--- src/logic/cmb_pkg.sv ---
// cmb_pkg: constants, register map and carrier types for the CAN message buffer control block.
// assumes a single 100 MHz system clock shared by the bus slave and the protocol engine.
package cmb_pkg;
    localparam int NUM_BUF = 8;
    localparam int BUF_IDX_W = 3;
    localparam int WORDS_PER_BUF = 8;
    localparam int WORD_IDX_W = 3;
    localparam int RAM_ADDR_W = BUF_IDX_W + WORD_IDX_W;
    localparam int ADDR_W = 5;
    localparam int DATA_BYTES = 8;

    // byte addresses of the Avalon register window
    localparam logic [ADDR_W-1:0] ADDR_FULL = 5'h10;
    localparam logic [ADDR_W-1:0] ADDR_OVF = 5'h14;
    localparam logic [ADDR_W-1:0] ADDR_STAT = 5'h18;
    localparam int CTL_SEL_BIT = 4;
    localparam logic [15:0] CTL_RESET = 16'h0000;

    localparam logic [2:0] WORD_LAST = 3'h7;

    // one control byte, bit 7 down to bit 0
    typedef struct packed {
        logic dir;
        logic aborted;
        logic arbLost;
        logic txErr;
        logic sendReq;
        logic autoRemote;
        logic [1:0] transmitPriority;
    } cmbCtl_t;

    typedef struct packed {
        logic done;
        logic arbLost;
        logic busErr;
        logic [BUF_IDX_W-1:0] idx;
    } cmbTxEvt_t;

    typedef struct packed {
        logic valid;
        logic [BUF_IDX_W-1:0] idx;
    } cmbSel_t;

    typedef struct packed {
        logic valid;
        logic [RAM_ADDR_W-1:0] addr;
        logic [15:0] data;
    } cmbRamWr_t;

    typedef struct packed {
        logic ide;
        logic rtr;
        logic [10:0] sid;
        logic [17:0] eid;
        logic [3:0] dlc;
        logic [DATA_BYTES-1:0][7:0] data;
        logic [4:0] filterHit;
    } cmbRxFrame_t;

    typedef logic [WORDS_PER_BUF-1:0][15:0] cmbWords_t;

    typedef enum logic {
        ST_IDLE = 1'b0,
        ST_WRITE = 1'b1
    } cmbStore_t;
endpackage : cmb_pkg

--- src/logic/cmb_buffer_control.sv ---
// cmb_buffer_control: pair control registers, full/overflow flags, transmit offer and
// receive store burst for eight CAN message buffers held in system RAM.
// assumes an Avalon-MM master on sys_clk and a protocol engine on the same clock.
//
// Chosen here: the register offsets and the Avalon-MM register port.
module cmb_buffer_control
    import cmb_pkg::*;
(
    input wire logic sys_clk,
    input wire logic sys_rst,
    input wire logic [ADDR_W-1:0] avsAddress,
    input wire logic avsRead,
    input wire logic avsWrite,
    input wire logic [31:0] avsWriteData,
    input wire logic [3:0] avsByteEnable,
    output logic [31:0] avsReadData,
    output logic avsWaitRequest,
    input cmbTxEvt_t txEvt,
    input cmbSel_t remoteEvt,
    input wire logic rxStoreValid,
    input wire logic [BUF_IDX_W-1:0] rxStoreIdx,
    input cmbRxFrame_t rxFrame,
    output logic rxReady,
    output cmbSel_t txOffer,
    output cmbSel_t txAbort,
    output cmbRamWr_t ramWr,
    output logic [NUM_BUF-1:0] bufIsTx
);
    typedef struct packed {
        cmbCtl_t [NUM_BUF-1:0] ctl;
        logic [NUM_BUF-1:0] full;
        logic [NUM_BUF-1:0] ovf;
        logic waitReq;
        logic [31:0] rdData;
        cmbSel_t offer;
        cmbSel_t abortOut;
        cmbStore_t store;
        logic [BUF_IDX_W-1:0] storeBuf;
        logic [WORD_IDX_W-1:0] wordIdx;
        cmbWords_t words;
        cmbRamWr_t ram;
        logic ready;
    } cmbState_t;

    cmbState_t state_q;
    cmbState_t state_d;
    cmbWords_t packed_w;
    cmbSel_t pick;
    logic [NUM_BUF-1:0] pending;
    logic [NUM_BUF-1:0][1:0] prio;
    logic busReq;
    logic doAccess;
    logic ctlHit;
    logic storeAccept;
    logic [1:0] ctlReg;
    cmbCtl_t wrByte;
    logic [BUF_IDX_W-1:0] bufSel;

    assign busReq = avsRead | avsWrite;
    assign doAccess = busReq & ~state_q.waitReq;
    assign ctlHit = ~avsAddress[CTL_SEL_BIT];
    assign ctlReg = avsAddress[3:2];
    assign storeAccept = rxStoreValid & state_q.ready;

    always_comb begin
        for (int i = 0; i < NUM_BUF; i++) begin
            pending[i] = state_q.ctl[i].dir & state_q.ctl[i].sendReq;
            prio[i] = state_q.ctl[i].transmitPriority;
        end
    end

    cmb_tx_arbiter u_arb (
        .pending(pending),
        .transmitPriority(prio),
        .pick(pick)
    );

    cmb_msg_pack u_pack (
        .frame(rxFrame),
        .words(packed_w)
    );

    always_comb begin
        state_d = state_q;
        wrByte = '0;
        bufSel = '0;
        state_d.abortOut = '0;

        // one wait state: request seen, then answered on the following edge
        state_d.waitReq = ~(busReq & state_q.waitReq);
        if (busReq && state_q.waitReq) begin
            state_d.rdData = '0;
            if (ctlHit) begin
                state_d.rdData[15:0] = {state_q.ctl[{ctlReg, 1'b1}], state_q.ctl[{ctlReg, 1'b0}]};
            end else if (avsAddress[ADDR_W-1:2] == ADDR_FULL[ADDR_W-1:2]) begin
                state_d.rdData[NUM_BUF-1:0] = state_q.full;
            end else if (avsAddress[ADDR_W-1:2] == ADDR_OVF[ADDR_W-1:2]) begin
                state_d.rdData[NUM_BUF-1:0] = state_q.ovf;
            end else if (avsAddress[ADDR_W-1:2] == ADDR_STAT[ADDR_W-1:2]) begin
                state_d.rdData[7:0] = {3'h0, state_q.store == ST_WRITE, state_q.offer};
            end
        end

        // software writes: clears and set-request happen first so hardware events win
        if (doAccess && avsWrite) begin
            if (ctlHit) begin
                for (int b = 0; b < 2; b++) begin
                    if (avsByteEnable[b]) begin
                        bufSel = {ctlReg, b[0]};
                        wrByte = cmbCtl_t'(avsWriteData[8*b +: 8]);
                        state_d.ctl[bufSel].dir = wrByte.dir;
                        state_d.ctl[bufSel].autoRemote = wrByte.autoRemote;
                        state_d.ctl[bufSel].transmitPriority = wrByte.transmitPriority;
                        state_d.ctl[bufSel].sendReq = wrByte.sendReq;
                        if (wrByte.sendReq && !state_q.ctl[bufSel].sendReq) begin
                            state_d.ctl[bufSel].aborted = 1'b0;
                            state_d.ctl[bufSel].arbLost = 1'b0;
                            state_d.ctl[bufSel].txErr = 1'b0;
                        end
                        if (!wrByte.sendReq && state_q.ctl[bufSel].sendReq) begin
                            state_d.ctl[bufSel].aborted = 1'b1;
                            state_d.abortOut.valid = 1'b1;
                            state_d.abortOut.idx = bufSel;
                        end
                    end
                end
            end else if (avsAddress[ADDR_W-1:2] == ADDR_FULL[ADDR_W-1:2] && avsByteEnable[0]) begin
                state_d.full = state_q.full & avsWriteData[NUM_BUF-1:0];
            end else if (avsAddress[ADDR_W-1:2] == ADDR_OVF[ADDR_W-1:2] && avsByteEnable[0]) begin
                state_d.ovf = state_q.ovf & avsWriteData[NUM_BUF-1:0];
            end
        end

        // transmit outcome from the protocol engine
        if (txEvt.done) begin
            state_d.ctl[txEvt.idx].sendReq = 1'b0;
            state_d.ctl[txEvt.idx].aborted = 1'b0;
        end
        if (txEvt.arbLost) begin
            state_d.ctl[txEvt.idx].arbLost = 1'b1;
        end
        if (txEvt.busErr) begin
            state_d.ctl[txEvt.idx].txErr = 1'b1;
        end
        // remote frame answered automatically; a set beats the completion clear
        if (remoteEvt.valid && state_q.ctl[remoteEvt.idx].autoRemote) begin
            state_d.ctl[remoteEvt.idx].sendReq = 1'b1;
        end

        state_d.offer = pick;

        // receive store burst into RAM, only for receive buffers
        state_d.ram.valid = 1'b0;
        unique case (state_q.store)
            ST_IDLE: begin
                if (storeAccept && !state_q.ctl[rxStoreIdx].dir) begin
                    if (state_q.full[rxStoreIdx]) begin
                        state_d.ovf[rxStoreIdx] = 1'b1;
                    end else begin
                        state_d.store = ST_WRITE;
                        state_d.storeBuf = rxStoreIdx;
                        state_d.words = packed_w;
                        state_d.wordIdx = '0;
                        state_d.ram.valid = 1'b1;
                        state_d.ram.addr = {rxStoreIdx, {WORD_IDX_W{1'b0}}};
                        state_d.ram.data = packed_w[0];
                    end
                end
            end
            ST_WRITE: begin
                if (state_q.wordIdx == WORD_LAST) begin
                    state_d.store = ST_IDLE;
                    state_d.full[state_q.storeBuf] = 1'b1;
                end else begin
                    state_d.wordIdx = state_q.wordIdx + 1'b1;
                    state_d.ram.valid = 1'b1;
                    state_d.ram.addr = {state_q.storeBuf, state_d.wordIdx};
                    state_d.ram.data = state_q.words[state_d.wordIdx];
                end
            end
        endcase
        state_d.ready = (state_d.store == ST_IDLE);
    end

    always_ff @(posedge sys_clk or posedge sys_rst) begin
        if (sys_rst) begin
            state_q <= '0;
            state_q.ctl <= {NUM_BUF/2{CTL_RESET}};
            state_q.waitReq <= 1'b1;
            state_q.store <= ST_IDLE;
            state_q.ready <= 1'b1;
        end else begin
            state_q <= state_d;
        end
    end

    assign avsReadData = state_q.rdData;
    assign avsWaitRequest = state_q.waitReq;
    assign rxReady = state_q.ready;
    assign txOffer = state_q.offer;
    assign txAbort = state_q.abortOut;
    assign ramWr = state_q.ram;
    always_comb begin
        for (int i = 0; i < NUM_BUF; i++) begin
            bufIsTx[i] = state_q.ctl[i].dir;
        end
    end

    logic [NUM_BUF-1:0] swWr;
    logic [BUF_IDX_W-1:0] evenBuf;
    logic [BUF_IDX_W-1:0] oddBuf;
    logic swSetEven;
    logic swAbortEven;
    logic higherWaiting;

    assign evenBuf = {ctlReg, 1'b0};
    assign oddBuf = {ctlReg, 1'b1};
    assign swSetEven = swWr[evenBuf] & avsWriteData[3] & ~state_q.ctl[evenBuf].sendReq;
    assign swAbortEven = swWr[evenBuf] & ~avsWriteData[3] & state_q.ctl[evenBuf].sendReq;

    always_comb begin
        higherWaiting = 1'b0;
        for (int i = 0; i < NUM_BUF; i++) begin
            swWr[i] = doAccess & avsWrite & ctlHit & (ctlReg == i[2:1]) & avsByteEnable[i[0]];
            // a waiting buffer that outranks the pick, by priority then by number
            if (pending[i] && (prio[i] > prio[pick.idx]
                    || (prio[i] == prio[pick.idx] && BUF_IDX_W'(i) > pick.idx))) begin
                higherWaiting = 1'b1;
            end
        end
    end
endmodule : cmb_buffer_control

--- src/logic/cmb_tx_arbiter.sv ---
// cmb_tx_arbiter: picks the pending transmit buffer to offer to the protocol engine.
// assumes pending flags and priorities come from registers on the same clock.
module cmb_tx_arbiter
    import cmb_pkg::*;
(
    input wire logic [NUM_BUF-1:0] pending,
    input wire logic [NUM_BUF-1:0][1:0] transmitPriority,
    output cmbSel_t pick
);
    logic [1:0] bestPri;

    // ascending scan with >= lets the higher buffer number win a tie
    always_comb begin
        pick = '0;
        bestPri = '0;
        for (int i = 0; i < NUM_BUF; i++) begin
            if (pending[i] && (!pick.valid || transmitPriority[i] >= bestPri)) begin
                pick.valid = 1'b1;
                pick.idx = BUF_IDX_W'(i);
                bestPri = transmitPriority[i];
            end
        end
    end
endmodule : cmb_tx_arbiter

--- src/logic/cmb_msg_pack.sv ---
// cmb_msg_pack: lays a received frame out as the eight 16-bit words of a message buffer.
// assumes the frame fields are already decoded by the protocol engine.
module cmb_msg_pack
    import cmb_pkg::*;
(
    input cmbRxFrame_t frame,
    output cmbWords_t words
);
    localparam int DATA_WORD0 = 3;

    always_comb begin
        words = '0;
        // extended frames carry SRR as one, standard frames carry the remote flag there
        words[0] = {3'h0, frame.sid, frame.ide ? 1'b1 : frame.rtr, frame.ide};
        words[1] = {4'h0, frame.eid[17:6]};
        // RTR only meaningful for extended ids; reserved bits stay zero
        words[2] = {frame.eid[5:0], frame.ide & frame.rtr, 1'b0, 3'h0, 1'b0, frame.dlc};
        for (int k = 0; k < DATA_BYTES / 2; k++) begin
            words[DATA_WORD0 + k] = {frame.data[2*k+1], frame.data[2*k]};
        end
        words[WORD_LAST] = {3'h0, frame.filterHit, 8'h00};
    end
endmodule : cmb_msg_pack

--- config.mk ---
export PLATFORM = sky130hd
export DESIGN_NAME = cmb_buffer_control
export DESIGN_NICKNAME = d
export VERILOG_FILES = /design/src/logic/cmb_pkg.sv /design/src/logic/cmb_buffer_control.sv /design/src/logic/cmb_tx_arbiter.sv /design/src/logic/cmb_msg_pack.sv
export SDC_FILE = /design/constraint.sdc
export NUM_CORES = 1
export LEC_CHECK = 0
export ABC_AREA = 0
export BUFFER_PORTS_ARGS = -buffer_cell sky130_fd_sc_hd__buf_2
export CORE_AREA = 2 2 182 184
export CTS_CLUSTER_SIZE = 14
export DETAILED_ROUTE_END_ITERATION = 10
export DIE_AREA = 0 0 184 186
export SYNTH_ARGS = -nofsm -noshare
export SYNTH_HDL_FRONTEND = slang
export SYNTH_SLANG_ARGS = --single-unit
--- constraint.sdc ---
create_clock -name sys_clk -period 7.5 [get_ports sys_clk]
set_clock_uncertainty 0.05 [all_clocks]
set_input_delay 0 -clock sys_clk [delete_from_list [all_inputs] [get_ports sys_clk]]
set_output_delay 0 -clock sys_clk [all_outputs]
set_load 0.05 [all_outputs]
# Word-level counts from Yosys, hierarchy flattened
# Cells that the tools add are included.
[totals]
output_inout_bits = 73
wordCells = 312
register_bits = 241
[op_classes]
n_reduce_logical = 44
add_sub_neg = 1
bitwise = 22
n_lt_le_gt_ge = 20
eq_ne = 7
mux = 139
[op_table]
columns = ["cell", "n"]
rows = [
  ["bitwise mux 64 bit", 21],
  ["two-way mux 64 bit", 19],
  ["two-way mux 158 bit", 2],
  ["demux 8 bit (select 2 bit)", 14],
  ["two-way mux 8 bit", 17],
  ["demux 8 bit (select 3 bit)", 5],
  ["two-way mux 80 bit", 1],
  ["two-way mux 4 bit", 18],
  ["binary-select mux 16 bit (select 3 bit)", 1],
  ["binary-select mux 8 bit (select 3 bit)", 2],
  ["one-hot mux 23 bit (2 select lines)", 1],
  ["binary-select mux 8 bit (select 2 bit)", 2],
  ["two-way mux 16 bit", 2],
  ["< comparator 3 x 4 -> 1 bit (second input constant)", 7],
  ["logical AND 1 bit", 23],
  ["two-way mux 23 bit", 1],
  ["two-way mux 7 bit", 3],
  ["two-way mux 5 bit", 4],
  [">= comparator 3 x 1 -> 1 bit (second input constant)", 6],
  ["two-way mux 2 bit", 9],
  ["two-way mux 6 bit", 3],
  ["bitwise AND 8 bit", 2],
  ["OR 8 bit", 2],
  [">= comparator 2 bit", 7],
  ["other kinds (15)", 61],
]

# Logic depth before layout (Yosys ltp)
# Gate-level depths: netlist (run 1).
[depth]
ltp_word = 45
depth_mapped = 44

# Cells and area by module
# Synthesis (run 1) repeated with hierarchy kept, for this count alone.
[hier_totals]
cells_unflattened = 1243
hier_area_um2 = 14292.5
[modules_own_cells]
columns = ["mod", "area_each_um2", "instances", "cells_per_inst"]
rows = [
  ["cmb_buffer_control", 12664.6, 1, 1025],
  ["cmb_msg_pack", 963.4, 1, 129],
  ["cmb_tx_arbiter", 664.4, 1, 89],
]

# Worst setup path before layout (run 1)
# OpenSTA, ideal clock, no wires.
[synth_timing]
path_kind = "reg2reg"
from = "register state_q[219] (netlist bit)"
to = "register state_q, in the netlist txOffer[1]"
path_buffers = 0
arrival_ns = 7.892
path_stages_with_launch = 43
period_less_slack_ns = 8.073
required_time_ns = 7.319
path_slack_ns = -0.573
setup_ns = 0.131
cell_sequence = "dfrtp_1 > and3_1 > ha_1 > nand2b_1 > a211oi_2 > nor2_1 > a21oi_1 > inv_1 > ha_1 > nand2b_1 > or3_1 > o211ai_1 > a31o_2 > a21oi_1 > ha_1 > nor2b_1 > nor2_1 > a2bb2oi_1 > [... 7 more ...] > a22o_1 > o21a_1 > ha_1 > nand2b_1 > nand2_1 > a221o_1 > o211ai_1 > o21ai_0 > ha_1 > nand2b_1 > a21oi_1 > a21oi_1 > mux2_2 > ha_1 > a21oi_1 > o21ai_0 > a21oi_1 > o21ai_0"
[synth_lines]
columns = ["item", "line_no", "source"]
rows = [
  ["start: declaration", "cmb_buffer_control.sv:45", "cmbState_t state_q;"],
  ["start signal: assignment", "cmb_buffer_control.sv:193", "state_q <= state_d;"],
]

==> metrics.txt, run 1 <==
IO buf count 196; clock sink total 238; Initial Utilization 37.7%; GPL Wtd Cong 0.836; R2R cell count 44; RSZ-0062 raised after global routing yes; Die Area 0.0342 mm2; pre-CTS setup slack -442 ps; Synth Flop Type dfrtp_1; Final Util 49.3%; antenna-violating nets left 0; most used cell, CP nand2b_4; fin crit period 7590 ps; first-pass GRT wire length 56,600 um; Crit. Startpoint state_q[219]; Slew @ Worst Pin 1050 ps; Post-Syn Area 0.0121 mm2; Mapped Avg Cell Area 9.50 um2; relative slew slack 29.9%; cell total after placement 1,799; total congestion overflow 0; Vias per Instance 5.13; CP endpoint txOffer[0]; Hold Vio Cnt, Final 0; crit end category flop; vias in the first global route 10,600; CTS tree yes; DP Wirelength 24,100 um; GRT Total Usage 21.0%; final wirelength 36,100 um; Final period util 101%; fraction of final layout cells sized beyond drive strength 1 24.3%; critical path depth 44; drt drc 0; fin. max-slew vios 0; Critical R2R Capture txOffer[0]; Worst-path clk slew 50 ps; maximum vdd drop 0.000204 V; most frequent cells in the layout nand2_1, dfrtp_1, buf_2, dlygate4sd3_1, o21ai_0; routed vias 10,400; H-tree depth 1; Final WS setup -88.1 ps; Arr. time, crit path 7950 ps; failing checks setup timing; Largest stage delay, worst path 410 ps; TNS Setup -240 ps; R2R Path Start state_q[219]; CP bufs+invs 2; Post-Layout Cell Count 2,021; most common cell after layout, fill and taps aside nand2_1; max cap viols 0; antenna violations before repair 1; Clock Latency Late Sink 540 ps; Tot Pwr 5.59 mW; Ports 236; largest net degree at the start of global routing 99; number of synthesized flops with an enable pin 0; CTS Root Cell clkbuf_16; Setup Crit Path Kind reg -> reg; Worst Hold Class in -> reg; Worst Path Required 7860 ps; max frequency 132 MHz; Setup crit start kind flop; cell area after layout 0.0159 mm2; 1st-pass router iterations 5; std cell rows 66; Yosys warning count 0; height of the chip 186 um; status finished, violations left; Min Hold Slack 15.8 ps; final setup violation count 3; pwr dens 351 mW/mm2; Netlist cell types 52; slowest CP cell dfrtp_1; fraction of registers with async set/reset 100%; Inserted Clock Buffers 27; #FFs+latches synth 238; WL per Instance 17.8 um; Placed Area 0.0132 mm2; critical path fanouts, max 4; Die X 184 um; initial drt markers 620; flop2flop setup slack -90 ps; area grow syn2layout 31.0%; fin nets 1,768; LEAKAGE 7.73 nW; CTS max path bufs 3; post-synthesis sequential area ratio 49.1%; delay-heaviest family, CP compound AO/OA/AOI/OAI gates; Synth Instances 1,278; Placeable Area 0.0322 mm2
[cells by family after synthesis]
group | Yosys count | share of synthesized area (%)
compound gates | 212 | 11.6
simple gates | 573 | 19.6
flops | 238 | 49.1
fa+ha+maj | 12 | 1.24
buf+inv | 150 | 7.22
other cells | 1 | 0.0309
mux | 92 | 11.2
[power by group]
group / total, mW / leakage (nW) / switching [mW] / internal, mW
clock: 1.26 / 0.419 / 0.521 / 0.742
combinational: 2.26 / 4.40 / 1.35 / 0.915
sequential: 2.06 / 2.91 / 0.309 / 1.75
[tightest hold or removal path, cell delays in order]
cell,delay (ps)
buf_2,130
nand2_1,150
or3_1,140
a21oi_1,60
nor2_1,70
[synthesized netlist by cell type (all sizes together) (21+ instances only)]
cell	instances	area, um2
clkbuf	33	124
mux4	32	721
mux2	25	285
dfrtp	236	5910
mux2i	35	350
nand2	441	1660
o21ai	69	345
nor2	47	179
o211ai	21	158
a21oi	24	120
a22o	30	263
buf	99	684
[worst min path at each step]
stage | to | cells after the start | from | slack (ps)
2_1_floorplan | flop | 2 | avsWriteData[0] | 60
3_3_place_gp | avsReadData[12] | 2 | sys_rst | 140
3_5_place_dp | avsReadData[12] | 2 | sys_rst | 140
4_1_cts | state_q[270] | 5 | avsByteEnable[0] | 5
5_1_grt | flop | 5 | avsByteEnable[0] | 70
6_report | state_q[270] | 5 | avsByteEnable[0] | 20
[repair_timing]
action | 4_1_cts | 5_1_grt
hold buffers | 151 | 0
setup buffers | 16 | 6
pin swaps | 22 | 20
gates resized for setup | 15 | 11
gates cloned | 0 | 0
endpoints found under the hold margin | 307 | 0
setup endpoints to repair | 3 | 3
[metal layers]
metal,GRT usage (%),vias to the layer above,share of wire (%)
li1,-,4908,-
met2,34.7,299,48
met4,5.60,0,2.0
met5,0,-,0
met3,5.17,55,6.6
met1,27.6,5115,44
[area by class of cell]
class,instances,area (um2)
Fill cell,2956,16300
Sequential cell,238,5960
Multi-Input combinational cell,905,5590
Timing Repair Buffer,403,2910
Clock buffer,39,771
Tap cell,408,510
Inverter,18,75.1
Clock inverter,8,68.8
Antenna cell,2,5.00
(Power assumes the default switching activity.)
==> run 2, diff against run 1 <==
==> constraint.sdc (replaced) <==
create_clock -name sys_clk -period 8.3 [get_ports sys_clk]
set_clock_uncertainty 0.05 [all_clocks]
set_input_delay 0 -clock sys_clk [delete_from_list [all_inputs] [get_ports sys_clk]]
set_output_delay 0 -clock sys_clk [all_outputs]
set_load 0.05 [all_outputs]
==> run 2 against run 1 <==
The flow now finishes without violations. Via count decreased by 1.3%. Fmax down 3.6%. First-iteration DRC count increased by 12%. Sequential share of layout area grew 0.54 points. Register-to-register slack gained 510 ps. Core utilization decreased by 0.70 points. Clock power shrank 4%. Die area unchanged. Global-route usage shrank 0.35 points. Largest power group unchanged. Final cell count is 1.4% lower.
==> metrics.txt, run 2 (synthesis results as in run 1) <==
Fill cells 3,002; crit end category flop; Placeable Area 0.0322 mm2; Setup crit start kind flop; flop2flop setup slack 430 ps; Clock power frac 24.0%; most used cell, CP ha_1; HP Start avsAddress[2]; H-tree depth 1; CTS max path bufs 3; Sequential Power Share 37.0%; Slew @ Worst Pin 1090 ps; DP Wirelength 23,700 um; Worst Path Required 8680 ps; initial drt markers 693; Worst-path clk slew 70 ps; most common cell after layout, fill and taps aside nand2_1; Die Area 0.0342 mm2; fin. max-slew vios 0; Hold Vio Cnt, Final 0; Largest stage delay, worst path 410 ps; fin nets 1,739; GRT Total Usage 20.6%; antenna-violating nets left 0; CTS Root Cell clkbuf_16; Die X 184 um; Setup Crit Path Kind reg -> reg; hold path cells 3; switching share of power 39.4%; Final Util 48.7%; Placed Area 0.0130 mm2; Critical R2R Capture txOffer[0]; Inserted Clock Buffers 28; LEAKAGE 7.58 nW; most frequent cells in the layout nand2_1, dfrtp_1, buf_2, dlygate4sd3_1, o21ai_0; CTS tree yes; 1st-pass router iterations 5; Vias per Instance 5.14; Logic pwr share 39.1%; final setup violation count 0; max cap viols 0; WL per Instance 17.9 um; std cell rows 66; Min Hold Slack 42.9 ps; pre-CTS setup slack -120 ps; Pint 3.07 mW; area grow syn2layout 29.1%; Post-Layout Cell Count 1,993; cell area after layout 0.0157 mm2; fin crit period 7870 ps; vias in the first global route 10,300; height of the chip 186 um; largest net degree at the start of global routing 114; max frequency 127 MHz; pwr dens 323 mW/mm2; status completed; maximum vdd drop 0.000220 V; GPL Wtd Cong 0.859; slowest CP cell dfrtp_1; antenna violations before repair 1; TNS Setup 0 ps; final wirelength 35,600 um; Worst Hold Class in -> reg; critical path fanouts, max 5; routed vias 10,200; cell total after placement 1,781; IO buf count 196; drt drc 0; switching pwr 1.99 mW; total congestion overflow 0; relative slew slack 27.0%; Tot Pwr 5.06 mW; Final WS setup 427 ps; clock sink total 238; Final period util 94.9%; Initial Utilization 37.7%; first-pass GRT wire length 55,800 um; R2R cell count 44; fraction of final layout cells sized beyond drive strength 1 22.7%; Hold Path End txAbort[1]; Clock Latency Late Sink 540 ps; Ports 236; Arr. time, crit path 8250 ps
[run 2: timing repair]
item / 4_1_cts / 5_1_grt
pin swaps: 1 / 25
endpoints found under the hold margin: 325 / 0
hold buffers: 150 / 0
buffers inserted: 2 / 9
endpoints found under the setup margin: 2 / 3
gates resized for setup: 4 / 28
[run 2: how the worst max path moves through the flow]
stage | endpoint | from | slack, ps | cells past startpoint
global route | txOffer[2] | flop | -50 | 44
floorplan | txOffer[1] | state_q[219] | 230 | 42
CTS | txOffer[1] | state_q[219] | 40 | 44
global placement | txOffer[1] | state_q[219] | 20 | 42
finish | txOffer[0] | flop | 430 | 44
detailed placement | txOffer[1] | state_q[219] | -120 | 42
[run 2: power groups by stage]
stage	sequential (mW)	clock, mW	combinational [mW]
2_1_floorplan	1.79	0	1.55
3_3_place_gp	1.86	0	1.84
3_5_place_dp	1.88	0	1.86
4_1_cts	1.86	1.24	1.94
5_1_grt	1.92	1.28	2.18
6_report	1.87	1.21	1.98
[run 2: metal layers]
layer / vias up / track usage [%] / wire length (um)
li1: 4854 / - / -
met1: 5026 / 28.7 / 16300
met2: 311 / 33.4 / 16700
met3: 54 / 3.38 / 1790
met4: 0 / 5.82 / 884
met5: - / 0 / 0
[run 2: area by class of cell]
| type | instances | area [um2] | area share, % |
|---|---|---|---|
| antenna | 2 | 5.00 | 0.0319 |
| clock buffer | 36 | 751 | 4.79 |
| clock inverter | 13 | 151 | 0.966 |
| inverter | 18 | 75.1 | 0.479 |
| multi-input combinational | 905 | 5530 | 35.3 |
| sequential | 238 | 5960 | 38.0 |
| tap | 408 | 510 | 3.26 |
| timing repair buffer | 373 | 2690 | 17.2 |
[run 2: worst max-delay path, delay by kind of cell (launching register included)]
family | cells | cell delay [ps]
DFF | 1 | 410
adders and majority gates | 7 | 1950
AOI/OAI and AO/OA | 20 | 3000
and+or+nand+nor | 13 | 1930
buffers and inverters | 4 | 390
